==> config.mk <==
export PLATFORM = sky130hd
export DESIGN_NAME = iep_unit
export DESIGN_NICKNAME = d
export VERILOG_FILES = /design/src/iep_pkg.sv /design/src/iep_unit.sv
export SDC_FILE = /design/constraint.sdc
export NUM_CORES = 1
export LEC_CHECK = 0
export BUFFER_PORTS_ARGS = -buffer_cell sky130_fd_sc_hd__buf_2
export CORE_UTILIZATION = 40
export DETAILED_ROUTE_END_ITERATION = 7
export GPL_TIMING_DRIVEN = 0
export SLEW_MARGIN = 20
export SYNTH_ARGS = -nofsm -noshare
export SYNTH_HDL_FRONTEND = slang
export SYNTH_SLANG_ARGS = --single-unit
==> constraint.sdc <==
create_clock -name I_SYS_CLK -period 4 [get_ports I_SYS_CLK]
set_input_delay 0.6 -clock I_SYS_CLK [delete_from_list [all_inputs] [get_ports I_SYS_CLK]]
set_output_delay 0.6 -clock I_SYS_CLK [all_outputs]
set_load 0.005 [all_outputs]
==> src/iep_pkg.sv <==
// constants and types for the interrupt entry and low-power unit
package iep_pkg;
	// ****************************************************************
	// apb register map
	// ****************************************************************
	localparam logic [7:0] ADDR_CTRL   = 8'h00;
	localparam logic [7:0] ADDR_STATUS = 8'h04;
	localparam logic [7:0] ADDR_SRC    = 8'h08;
	localparam logic [7:0] ADDR_ENABLE = 8'h0c;
	localparam logic [7:0] ADDR_CLEAR  = 8'h10;
	// ctrl fields
	localparam int CTRL_DLY   = 0;
	localparam int CTRL_WDDIS = 1;
	localparam int CTRL_PSEL  = 4;
	localparam logic [3:0] PSEL_RST = 4'h6;
	// ****************************************************************
	// sources and vectors
	// ****************************************************************
	localparam int NSRC = 16;
	localparam logic [3:0] SRC_IRQ = 4'h6;
	localparam logic [15:0] VEC_NONMASKABLE_REQUEST_PIN = 16'hfff4;
	localparam logic [15:0] VEC_SWI  = 16'hfff6;
	localparam logic [15:0] VEC_ILL  = 16'hfff8;
	// stack offsets of the nine stacked bytes
	localparam logic [15:0] STK_LAST = 16'h0008;
	localparam logic [3:0]  NSTK     = 4'h9;
	// ****************************************************************
	// timing
	// ****************************************************************
	localparam int CLK_MHZ = 100;
	localparam int STAB_US = 40;
	localparam int STAB_CYC = STAB_US * CLK_MHZ;
	// ccr bit positions
	localparam int CCR_S = 7;
	localparam int CCR_X = 6;
	localparam int CCR_I = 4;
	typedef enum logic [2:0] {
		ST_RUN, ST_PUSH, ST_VEC, ST_POP, ST_WAIT, ST_STOP, ST_DELAY
	} iep_state_e;
endpackage

==> src/iep_unit.sv <==
// exception entry, return, wait and stop sequencing unit
//
// The implementer's own choices: register access over APB and the register addresses.
`timescale 1ns/100ps
// Functional notes
// - recognise when local enable and mask allow
// - push pc, y, x, a, b, flags downward
// - set masks after flags, then fetch vector
// - return pops in reverse, restoring masks
// - reset sets global and nonmaskable masks
// - nonmaskable gate clearable only, never set by software
// - nonmaskable pin beats all maskable sources
// - maskable entry sets only global mask
// - illegal opcode traps, stacks opcode address
// - software trap ignores masks, sets global
// - maskable pin is low-level sensitive
// - flag holds request until cleared
// - wait stacks then halts until interrupt
// - wait reads repeat at flags address
// - timer stops only if masked, watchdog off
// - stop enters only when halt permit 0
// - stop exits on pins or pending edge
// - stop freezes state, resumes as before
// - maskable pin wakes only if unmasked
// - nonmaskable pin always wakes from stop
// - delay enable set by reset, clearable
// - delay always after power-on reset
// - three nonmaskable sources exactly
// - priority select writable only while masked
module iep_unit #(
	parameter int STAB_CYCLES = iep_pkg::STAB_CYC
) (
	input  wire logic        I_SYS_CLK,
	input  wire logic        I_SYS_RST,
	input  wire logic        I_POR,
	input  wire logic        PSEL,
	input  wire logic        PENABLE,
	input  wire logic        PWRITE,
	input  wire logic [7:0]  PADDR,
	input  wire logic [31:0] PWDATA,
	output logic             PREADY,
	output logic [31:0]      PRDATA,
	output logic             PSLVERR,
	input  wire logic        i_boundary,
	input  wire logic        i_op_swi,
	input  wire logic        i_op_wai,
	input  wire logic        i_op_stop,
	input  wire logic        i_op_rti,
	input  wire logic        i_op_tap,
	input  wire logic        i_op_illegal,
	input  wire logic [15:0] i_op_addr,
	input  wire logic [15:0] i_next_pc,
	input  wire logic [7:0]  i_acc_a,
	input  wire logic [7:0]  i_acc_b,
	input  wire logic [15:0] i_ix,
	input  wire logic [15:0] i_iy,
	input  wire logic [15:0] i_sp,
	input  wire logic [7:0]  i_ccr,
	input  wire logic [7:0]  i_pop_data,
	input  wire logic        i_irq_n,
	input  wire logic        i_nonmaskable_request_pin_n,
	input  wire logic [15:0] i_event,
	output logic             o_cpu_hold,
	output logic             o_bus_rd,
	output logic             o_bus_wr,
	output logic [15:0]      o_bus_addr,
	output logic [7:0]       o_bus_wdata,
	output logic [15:0]      o_jump_pc,
	output logic             o_jump,
	output logic [7:0]       o_ccr,
	output logic             o_ccr_load,
	output logic             o_timer_stop,
	output logic             o_clk_stop
);
	// ****************************************************************
	// state
	// ****************************************************************
	typedef struct packed {
		iep_pkg::iep_state_e st;
		logic [3:0]  idx;
		logic [15:0] sp;
		logic [71:0] frame;
		logic [15:0] vec;
		logic        nmi;
		logic        is_wait;
		logic        dly;
		logic        wddis;
		logic [3:0]  psel;
		logic [15:0] flag;
		logic [15:0] en;
		logic        por_dly;
		logic [31:0] cnt;
		logic        xmask;
		logic        imask;
		logic        xedge;
		logic        xprev;
		logic        ready;
		logic [31:0] rdata;
		logic        rd;
		logic        wr;
		logic [15:0] addr;
		logic [7:0]  wdata;
		logic [15:0] jpc;
		logic        jump;
		logic [7:0]  condition_code_register;
		logic        ccr_ld;
		logic        tstop;
		logic        cstop;
	} iep_reg_s;

	iep_reg_s r;
	iep_reg_s next_r;

	// highest pending maskable source index, promoted one first
	function automatic logic [4:0] pick(input logic [15:0] req,
		input logic [3:0] pro);
		logic [4:0] res;
		res = 5'h10;
		for (int k = 0; k < iep_pkg::NSRC; k++) begin
			if (req[k]) begin
				res = 5'(k);
			end
		end
		if (req[pro]) begin
			res = {1'b0, pro};
		end
		return res;
	endfunction

	// vector of a maskable source index: index k maps to ffd6 + 2k
	function automatic logic [15:0] vec_of(input logic [3:0] k);
		return 16'hffd6 + {11'h000, k, 1'b0};
	endfunction

	logic [15:0] mreq;
	logic [4:0]  win;
	logic        nonmaskable_request_pin_req;
	logic        bus_wr;

	always_comb begin
		mreq = (r.flag & r.en);
		mreq[iep_pkg::SRC_IRQ] = ~i_irq_n;
		win = pick(mreq, r.psel);
		nonmaskable_request_pin_req = ~i_nonmaskable_request_pin_n & ~r.xmask;
		// write lands at the edge where the master sees ready
		bus_wr = PSEL & PENABLE & PWRITE & r.ready;
	end

	always_comb begin
		next_r = r;
		next_r.ready = 1'b0;
		next_r.jump = 1'b0;
		next_r.ccr_ld = 1'b0;
		next_r.wr = 1'b0;
		next_r.rd = 1'b0;
		next_r.xprev = i_nonmaskable_request_pin_n;
		next_r.flag = r.flag | i_event;
		// ************************************************************
		// apb slave
		// ************************************************************
		if (PSEL & PENABLE & ~r.ready) begin
			next_r.ready = 1'b1;
			next_r.rdata = 32'h0;
			unique case (PADDR)
				iep_pkg::ADDR_CTRL: next_r.rdata = {24'h0, r.psel, 2'h0,
					r.wddis, r.dly};
				iep_pkg::ADDR_STATUS: next_r.rdata = {24'h0,
					5'(r.st), r.xmask, r.imask, r.is_wait};
				iep_pkg::ADDR_SRC: next_r.rdata = {16'h0, r.flag};
				iep_pkg::ADDR_ENABLE: next_r.rdata = {16'h0, r.en};
				default: next_r.rdata = 32'h0;
			endcase
		end
		if (bus_wr) begin
			unique case (PADDR)
				iep_pkg::ADDR_CTRL: begin
					next_r.dly = PWDATA[iep_pkg::CTRL_DLY];
					next_r.wddis = PWDATA[iep_pkg::CTRL_WDDIS];
					if (r.imask) begin
						next_r.psel = PWDATA[iep_pkg::CTRL_PSEL +: 4];
					end
				end
				iep_pkg::ADDR_ENABLE: next_r.en = PWDATA[15:0];
				iep_pkg::ADDR_CLEAR: begin
					// event in same cycle wins over clear
					next_r.flag = (r.flag & ~PWDATA[15:0]) | i_event;
				end
				default: ;
			endcase
		end
		// ************************************************************
		// sequencer
		// ************************************************************
		unique case (r.st)
			iep_pkg::ST_RUN: begin
				if (i_op_tap) begin
					next_r.imask = i_ccr[iep_pkg::CCR_I];
					next_r.xmask = r.xmask & i_ccr[iep_pkg::CCR_X];
				end
				if (i_boundary) begin
					next_r.sp = i_sp;
					next_r.idx = 4'h0;
					next_r.nmi = 1'b0;
					next_r.is_wait = 1'b0;
					next_r.frame = {i_next_pc[7:0], i_next_pc[15:8], i_iy[7:0],
						i_iy[15:8], i_ix[7:0], i_ix[15:8], i_acc_a, i_acc_b,
						i_ccr};
					if (i_op_illegal) begin
						next_r.frame[71:56] = {i_op_addr[7:0], i_op_addr[15:8]};
						next_r.vec = iep_pkg::VEC_ILL;
						next_r.st = iep_pkg::ST_PUSH;
					end else if (i_op_swi) begin
						next_r.vec = iep_pkg::VEC_SWI;
						next_r.st = iep_pkg::ST_PUSH;
					end else if (i_op_rti) begin
						next_r.st = iep_pkg::ST_POP;
					end else if (i_op_stop) begin
						if (!i_ccr[iep_pkg::CCR_S]) begin
							next_r.st = iep_pkg::ST_STOP;
							next_r.cstop = 1'b1;
						end
					end else if (i_op_wai) begin
						next_r.is_wait = 1'b1;
						next_r.st = iep_pkg::ST_PUSH;
					end else if (nonmaskable_request_pin_req) begin
						next_r.nmi = 1'b1;
						next_r.vec = iep_pkg::VEC_NONMASKABLE_REQUEST_PIN;
						next_r.st = iep_pkg::ST_PUSH;
					end else if (!r.imask && !win[4]) begin
						next_r.vec = vec_of(win[3:0]);
						next_r.st = iep_pkg::ST_PUSH;
					end
				end
			end
			iep_pkg::ST_PUSH: begin
				next_r.wr = 1'b1;
				next_r.addr = r.sp - {12'h000, r.idx};
				next_r.wdata = r.frame[71 - 8 * r.idx -: 8];
				next_r.idx = r.idx + 4'h1;
				if (r.idx == iep_pkg::NSTK - 4'h1) begin
					next_r.st = r.is_wait ? iep_pkg::ST_WAIT : iep_pkg::ST_VEC;
				end
			end
			iep_pkg::ST_VEC: begin
				next_r.imask = 1'b1;
				if (r.nmi) begin
					next_r.xmask = 1'b1;
				end
				next_r.condition_code_register = {r.frame[7], r.frame[6] | r.nmi, r.frame[5], 1'b1,
					r.frame[3:0]};
				next_r.ccr_ld = 1'b1;
				next_r.jpc = r.vec;
				next_r.jump = 1'b1;
				next_r.tstop = 1'b0;
				next_r.st = iep_pkg::ST_RUN;
			end
			iep_pkg::ST_WAIT: begin
				next_r.rd = 1'b1;
				next_r.addr = r.sp - iep_pkg::STK_LAST;
				next_r.tstop = r.imask & r.wddis;
				if (nonmaskable_request_pin_req) begin
					next_r.nmi = 1'b1;
					next_r.vec = iep_pkg::VEC_NONMASKABLE_REQUEST_PIN;
					next_r.st = iep_pkg::ST_VEC;
				end else if (!r.imask && !win[4]) begin
					next_r.vec = vec_of(win[3:0]);
					next_r.st = iep_pkg::ST_VEC;
				end
			end
			iep_pkg::ST_STOP: begin
				// state frozen; only wake logic looks at pins
				if (!i_nonmaskable_request_pin_n) begin
					next_r.st = iep_pkg::ST_DELAY;
				end else if (!r.imask && !win[4]) begin
					next_r.st = iep_pkg::ST_DELAY;
				end
				next_r.cnt = r.dly ? 32'(STAB_CYCLES) : 32'h0;
			end
			iep_pkg::ST_DELAY: begin
				if (r.cnt != 32'h0) begin
					next_r.cnt = r.cnt - 32'h1;
				end else begin
					next_r.cstop = 1'b0;
					next_r.st = iep_pkg::ST_RUN;
				end
			end
			iep_pkg::ST_POP: begin
				// read data returns in the same cycle as its strobe
				next_r.rd = (r.idx != iep_pkg::NSTK);
				next_r.addr = r.sp + {12'h000, r.idx} + 16'h1;
				next_r.idx = r.idx + 4'h1;
				if (r.idx == 4'h1) begin
					next_r.condition_code_register = i_pop_data;
				end
				if (r.idx == iep_pkg::NSTK - 4'h1) begin
					next_r.jpc[15:8] = i_pop_data;
				end
				if (r.idx == iep_pkg::NSTK) begin
					next_r.jpc[7:0] = i_pop_data;
					next_r.jump = 1'b1;
					next_r.imask = r.condition_code_register[iep_pkg::CCR_I];
					next_r.xmask = r.xmask & r.condition_code_register[iep_pkg::CCR_X];
					next_r.ccr_ld = 1'b1;
					next_r.st = iep_pkg::ST_RUN;
				end
			end
			default: next_r.st = iep_pkg::ST_RUN;
		endcase
		if (r.por_dly) begin
			// power-on always waits, warm reset does not
			next_r.cnt = r.cnt - 32'h1;
			if (r.cnt == 32'h1) begin
				next_r.por_dly = 1'b0;
			end
		end
	end

	always_ff @(posedge I_SYS_CLK) begin
		if (I_SYS_RST) begin
			r <= '0;
			r.st <= iep_pkg::ST_RUN;
			r.imask <= 1'b1;
			r.xmask <= 1'b1;
			r.dly <= 1'b1;
			r.psel <= iep_pkg::PSEL_RST;
			r.xprev <= 1'b1;
			if (I_POR) begin
				r.por_dly <= 1'b1;
				r.cnt <= 32'(STAB_CYCLES);
			end
		end else if (I_POR & ~r.por_dly) begin
			r.por_dly <= 1'b1;
			r.cnt <= 32'(STAB_CYCLES);
		end else begin
			r <= next_r;
		end
	end

	// ****************************************************************
	// outputs
	// ****************************************************************
	always_comb begin
		PREADY = r.ready;
		PRDATA = r.rdata;
		PSLVERR = 1'b0;
		o_cpu_hold = r.por_dly;
		o_bus_rd = r.rd;
		o_bus_wr = r.wr;
		o_bus_addr = r.addr;
		o_bus_wdata = r.wdata;
		o_jump_pc = r.jpc;
		o_jump = r.jump;
		o_ccr = r.condition_code_register;
		o_ccr_load = r.ccr_ld;
		o_timer_stop = r.tstop;
		o_clk_stop = r.cstop;
	end

	// ****************************************************************
	// checks
	// ****************************************************************
	property p_reset_masks;
		@(posedge I_SYS_CLK) $past(I_SYS_RST) |-> r.imask && r.xmask;
	endproperty
	a_reset_masks: assert property (p_reset_masks)
		else $error("masks not set after reset");
	property p_xmask_sticky;
		@(posedge I_SYS_CLK) disable iff (I_SYS_RST)
		!r.xmask && r.st != iep_pkg::ST_VEC |=> !r.xmask;
	endproperty
	a_xmask_sticky: assert property (p_xmask_sticky)
		else $error("nonmaskable gate set by software");
	property p_nmi_vec;
		@(posedge I_SYS_CLK) disable iff (I_SYS_RST)
		r.st == iep_pkg::ST_VEC && r.nmi |=> r.xmask && r.imask;
	endproperty
	a_nmi_vec: assert property (p_nmi_vec)
		else $error("nonmaskable entry did not set both masks");
	property p_push_len;
		@(posedge I_SYS_CLK) disable iff (I_SYS_RST)
		$rose(r.st == iep_pkg::ST_PUSH) |=> r.wr [*8] ##1 r.wr ##1 !r.wr;
	endproperty
	a_push_len: assert property (p_push_len)
		else $error("push length wrong");
	property p_wait_addr;
		@(posedge I_SYS_CLK) disable iff (I_SYS_RST)
		r.st == iep_pkg::ST_WAIT |=> o_bus_addr == r.sp - 16'h0008;
	endproperty
	a_wait_addr: assert property (p_wait_addr)
		else $error("wait read address wrong");
	property p_stop_permit;
		@(posedge I_SYS_CLK) disable iff (I_SYS_RST)
		r.st == iep_pkg::ST_RUN && i_boundary && i_op_stop
		&& i_ccr[iep_pkg::CCR_S] && !i_op_illegal && !i_op_swi
		|=> r.st != iep_pkg::ST_STOP;
	endproperty
	a_stop_permit: assert property (p_stop_permit)
		else $error("stop entered while not permitted");
	property p_tstop;
		@(posedge I_SYS_CLK) disable iff (I_SYS_RST)
		r.tstop |-> r.imask && r.wddis;
	endproperty
	a_tstop: assert property (p_tstop)
		else $error("timer stopped without permission");
	property p_psel_lock;
		@(posedge I_SYS_CLK) disable iff (I_SYS_RST)
		!r.imask |=> r.psel == $past(r.psel);
	endproperty
	a_psel_lock: assert property (p_psel_lock)
		else $error("priority select written while unmasked");
endmodule // iep_unit

==> metrics.txt <==
Rows 67; largest net degree at the start of global routing 33; commonest non-fill, non-tap cell in the layout buf_2; Slew Limit Fails 0; f_max 0.274 GHz; Post-Synth Simple-Gate Area 21.1%; gr ovfl total 0; WL per Instance 18.1 um; Port Buffer Count 237; drt first pass iters 8; GR peak layer met2; initial antenna violation count 8; clock transition at the registers of the reported paths 0.06 ns; die area 34,700 um^2; Top FF cell, synth dfxtp_1; DRT Wirelength 43,400 um; startpoint types flip-flop; Syn. warnings 0; initial DRC count 1,042; Static Leakage 6.76 nW; Post-route DRC 4; crit path max fanout 10; Post-Synth Adder-Cell Area 1.67%; clk_skew 0.0195 ns; Hold Slack 0.273 ns; Final Hold Viols 0; status complete, but fails checks; CTS tree done; async set-reset flop share out of synthesis 0%; MaxCap Viol Count 0; Setup crit end kind flip-flop; CTS Sinks 256; root buffer cell clkbuf_16; GR Util All Layers 24.6%; Seq cells post-synth 256; # IOs 272; post-synthesis mux area share 8.23%; most frequent cells in the layout buf_2, nand2_1, dfxtp_1; starting density of the core 40.6%; CTS H-Tree Depth 1; routed vias 12,900; CTS Hold Bufs 0; # nets final 2,121; failing checks design-rule violations; Final ANT Viol Nets 0; met3 usage 4.19%; Final GP Congestion 0.903; main combinational cell family by area after synthesis simple AND/OR/NAND/NOR gates; Core Region 33,400 um^2; die extent in x 186 um; EDFF count, synth 32; fin crit period 3.65 ns; area delta synth->final 21.0%; Finish-stage setup viols 0; Mapped Avg Cell Area 8.31 um^2; Synth Cell Area 13,600 um^2; Mapped Cells 1,636; clock latency on the worst-skew pair 0.57 ns; vias in the first global route 12,300; register area share after synthesis 40.1%; Post-CTS Setup Inserts 0; Synth cell types 75; M1 GR Usage 33.0%; post-synthesis xor/xnor area fraction 2.77%; Critical path origin r[268]; Pwr Density 572 nW/um^2; Final Cycle Share 91.3%; layout cells sized above 1 22.0%; worst vdd ir 0.000348 V; RSZ-0062 raised after global routing no; Post-Place Worst Slack -0.239 ns; dpl hpwl 33,100 um; critical path arrival 4.08 ns; Max-Slew Margin vs Limit 30.9%; Compound-Gate Fraction of Synth Area 17.8%; Worst Setup Path Type flip-flop to flip-flop; DR vias/cell 5.36; fin worst setup slack 0.349 ns; hold_sp i_sp[8]; Clock Path Buffers 3; first-pass GRT wire length 68,300 um; clock buffer count from CTS 30; reg-to-reg critical path startpoint r[268]; Die Height 186 um; CP Data Required Time 4.43 ns; GRT met2 Usage 40.4%; measured slew at the worst slew-check pin 1.03 ns; Hold WC Path Type input pin to flip-flop
metrics by stage:
step | total power [W] | instances | utilization (%) | TNS, ns | area, um^2
2_1_floorplan | 0.00559 | 1652 | - | 0 | 13700
5_1_grt | 0.00996 | 2395 | 49.2 | 0 | 16400
3_5_place_dp | 0.00665 | 2337 | 46.1 | -1.48 | 15400
4_1_cts | 0.00943 | 2393 | 49.1 | 0 | 16400
6_report | 0.00940 | 2397 | 49.2 | 0 | 16400
3_3_place_gp | 0.00660 | 2337 | 46.0 | -1.30 | 15400
logic make-up after synthesis:
group / count (synthesis)
AO/OA/AOI/OAI: 381
XOR/XNOR: 43
adder cells (fa/ha/maj): 17
buffers and inverters: 215
flip-flops: 256
multiplexers: 85
other: 1
AND/OR/NAND/NOR: 638
metal layers:
metal / part of all wire [%] / vias to the layer above
met1: 44 / 5991
li1: - / 6258
met2: 45 / 512
met4: 3.1 / 8
met3: 7.5 / 90
met5: 0.090 / -
layout make-up:
class | instances | area (um^2)
Fill cell | 3374 | 17000
Multi-Input combinational cell | 1181 | 7090
Sequential cell | 256 | 5450
Timing Repair Buffer | 237 | 1190
Buffer | 187 | 1030
Clock buffer | 49 | 943
Tap cell | 448 | 561
Inverter | 28 | 105
Clock inverter | 7 | 77.6
Antenna cell | 4 | 10.0
flip-flops by register name, indices dropped and copies added, names as in the netlist:
register and cells:
o_ccr 8, PRDATA 16, PREADY 1, o_cpu_hold 1, o_bus_wr 1, o_bus_rd 1, o_bus_wdata 8, r 185
o_bus_addr 16, o_clk_stop 1, o_jump_pc 16, o_jump 1, o_timer_stop 1
where the power goes:
part	leakage, nW	switching [W]	total [W]	internal (W)
clock network	0.501	0.00111	0.00278	0.00167
registers	2.19	0.000329	0.00338	0.00305
logic	4.07	0.00196	0.00324	0.00129
total	6.76	0.00339	0.00940	0.00601
worst paths after layout:
kind                          to  cells after the start  slack, ns
hold reg to reg           r[193]                      2       0.45
setup reg to reg  o_bus_wdata[6]                     11       0.35
hold / removal            r[260]                      3       0.27
setup / recovery  o_bus_wdata[6]                     11       0.35
what timing repair did:
action | CTS | global route
gates resized for setup | 3 | 1
cloned | 0 | 0
setup endpoints to repair | 9 | 1
synth_stat cells, drive strengths merged, types with 7 or more instances:
master | n | area, um^2
mux2 | 14 | 158
mux2i | 51 | 510
xor2 | 14 | 123
nand4 | 9 | 56.3
nor2 | 210 | 788
a21o | 8 | 60.1
a21oi | 154 | 771
nand2b | 34 | 213
buf | 102 | 707
nand3 | 38 | 190
nand3b | 7 | 52.6
and3 | 10 | 63.8
a211oi | 40 | 300
nand2 | 234 | 878
dfxtp | 224 | 4480
a22oi | 39 | 293
nor3 | 36 | 180
xnor2 | 29 | 254
a31oi | 7 | 43.8
mux4 | 20 | 450
o21ai | 52 | 260
clkbuf | 85 | 319
or3 | 9 | 56.3
nor4 | 10 | 62.6
nor2b | 11 | 68.8
inv | 28 | 105
ha | 15 | 188
a311oi | 9 | 78.8
edfxtp | 32 | 961
or4 | 8 | 71.3
critical path, stage by stage (launching register included):
cell and delay [ns]:
dfxtp_1 0.42, buf_2 0.35, clkdlybuf4s15_2 0.49, inv_1 0.17
ha_1 0.30, clkbuf_1 0.43, clkbuf_2 0.41, mux4_2 0.39
mux2i_1 0.18, o21ai_0 0.11, a22oi_1 0.19, nor2_1 0.05
No activity file was read; power rests on OpenSTA's default activity.
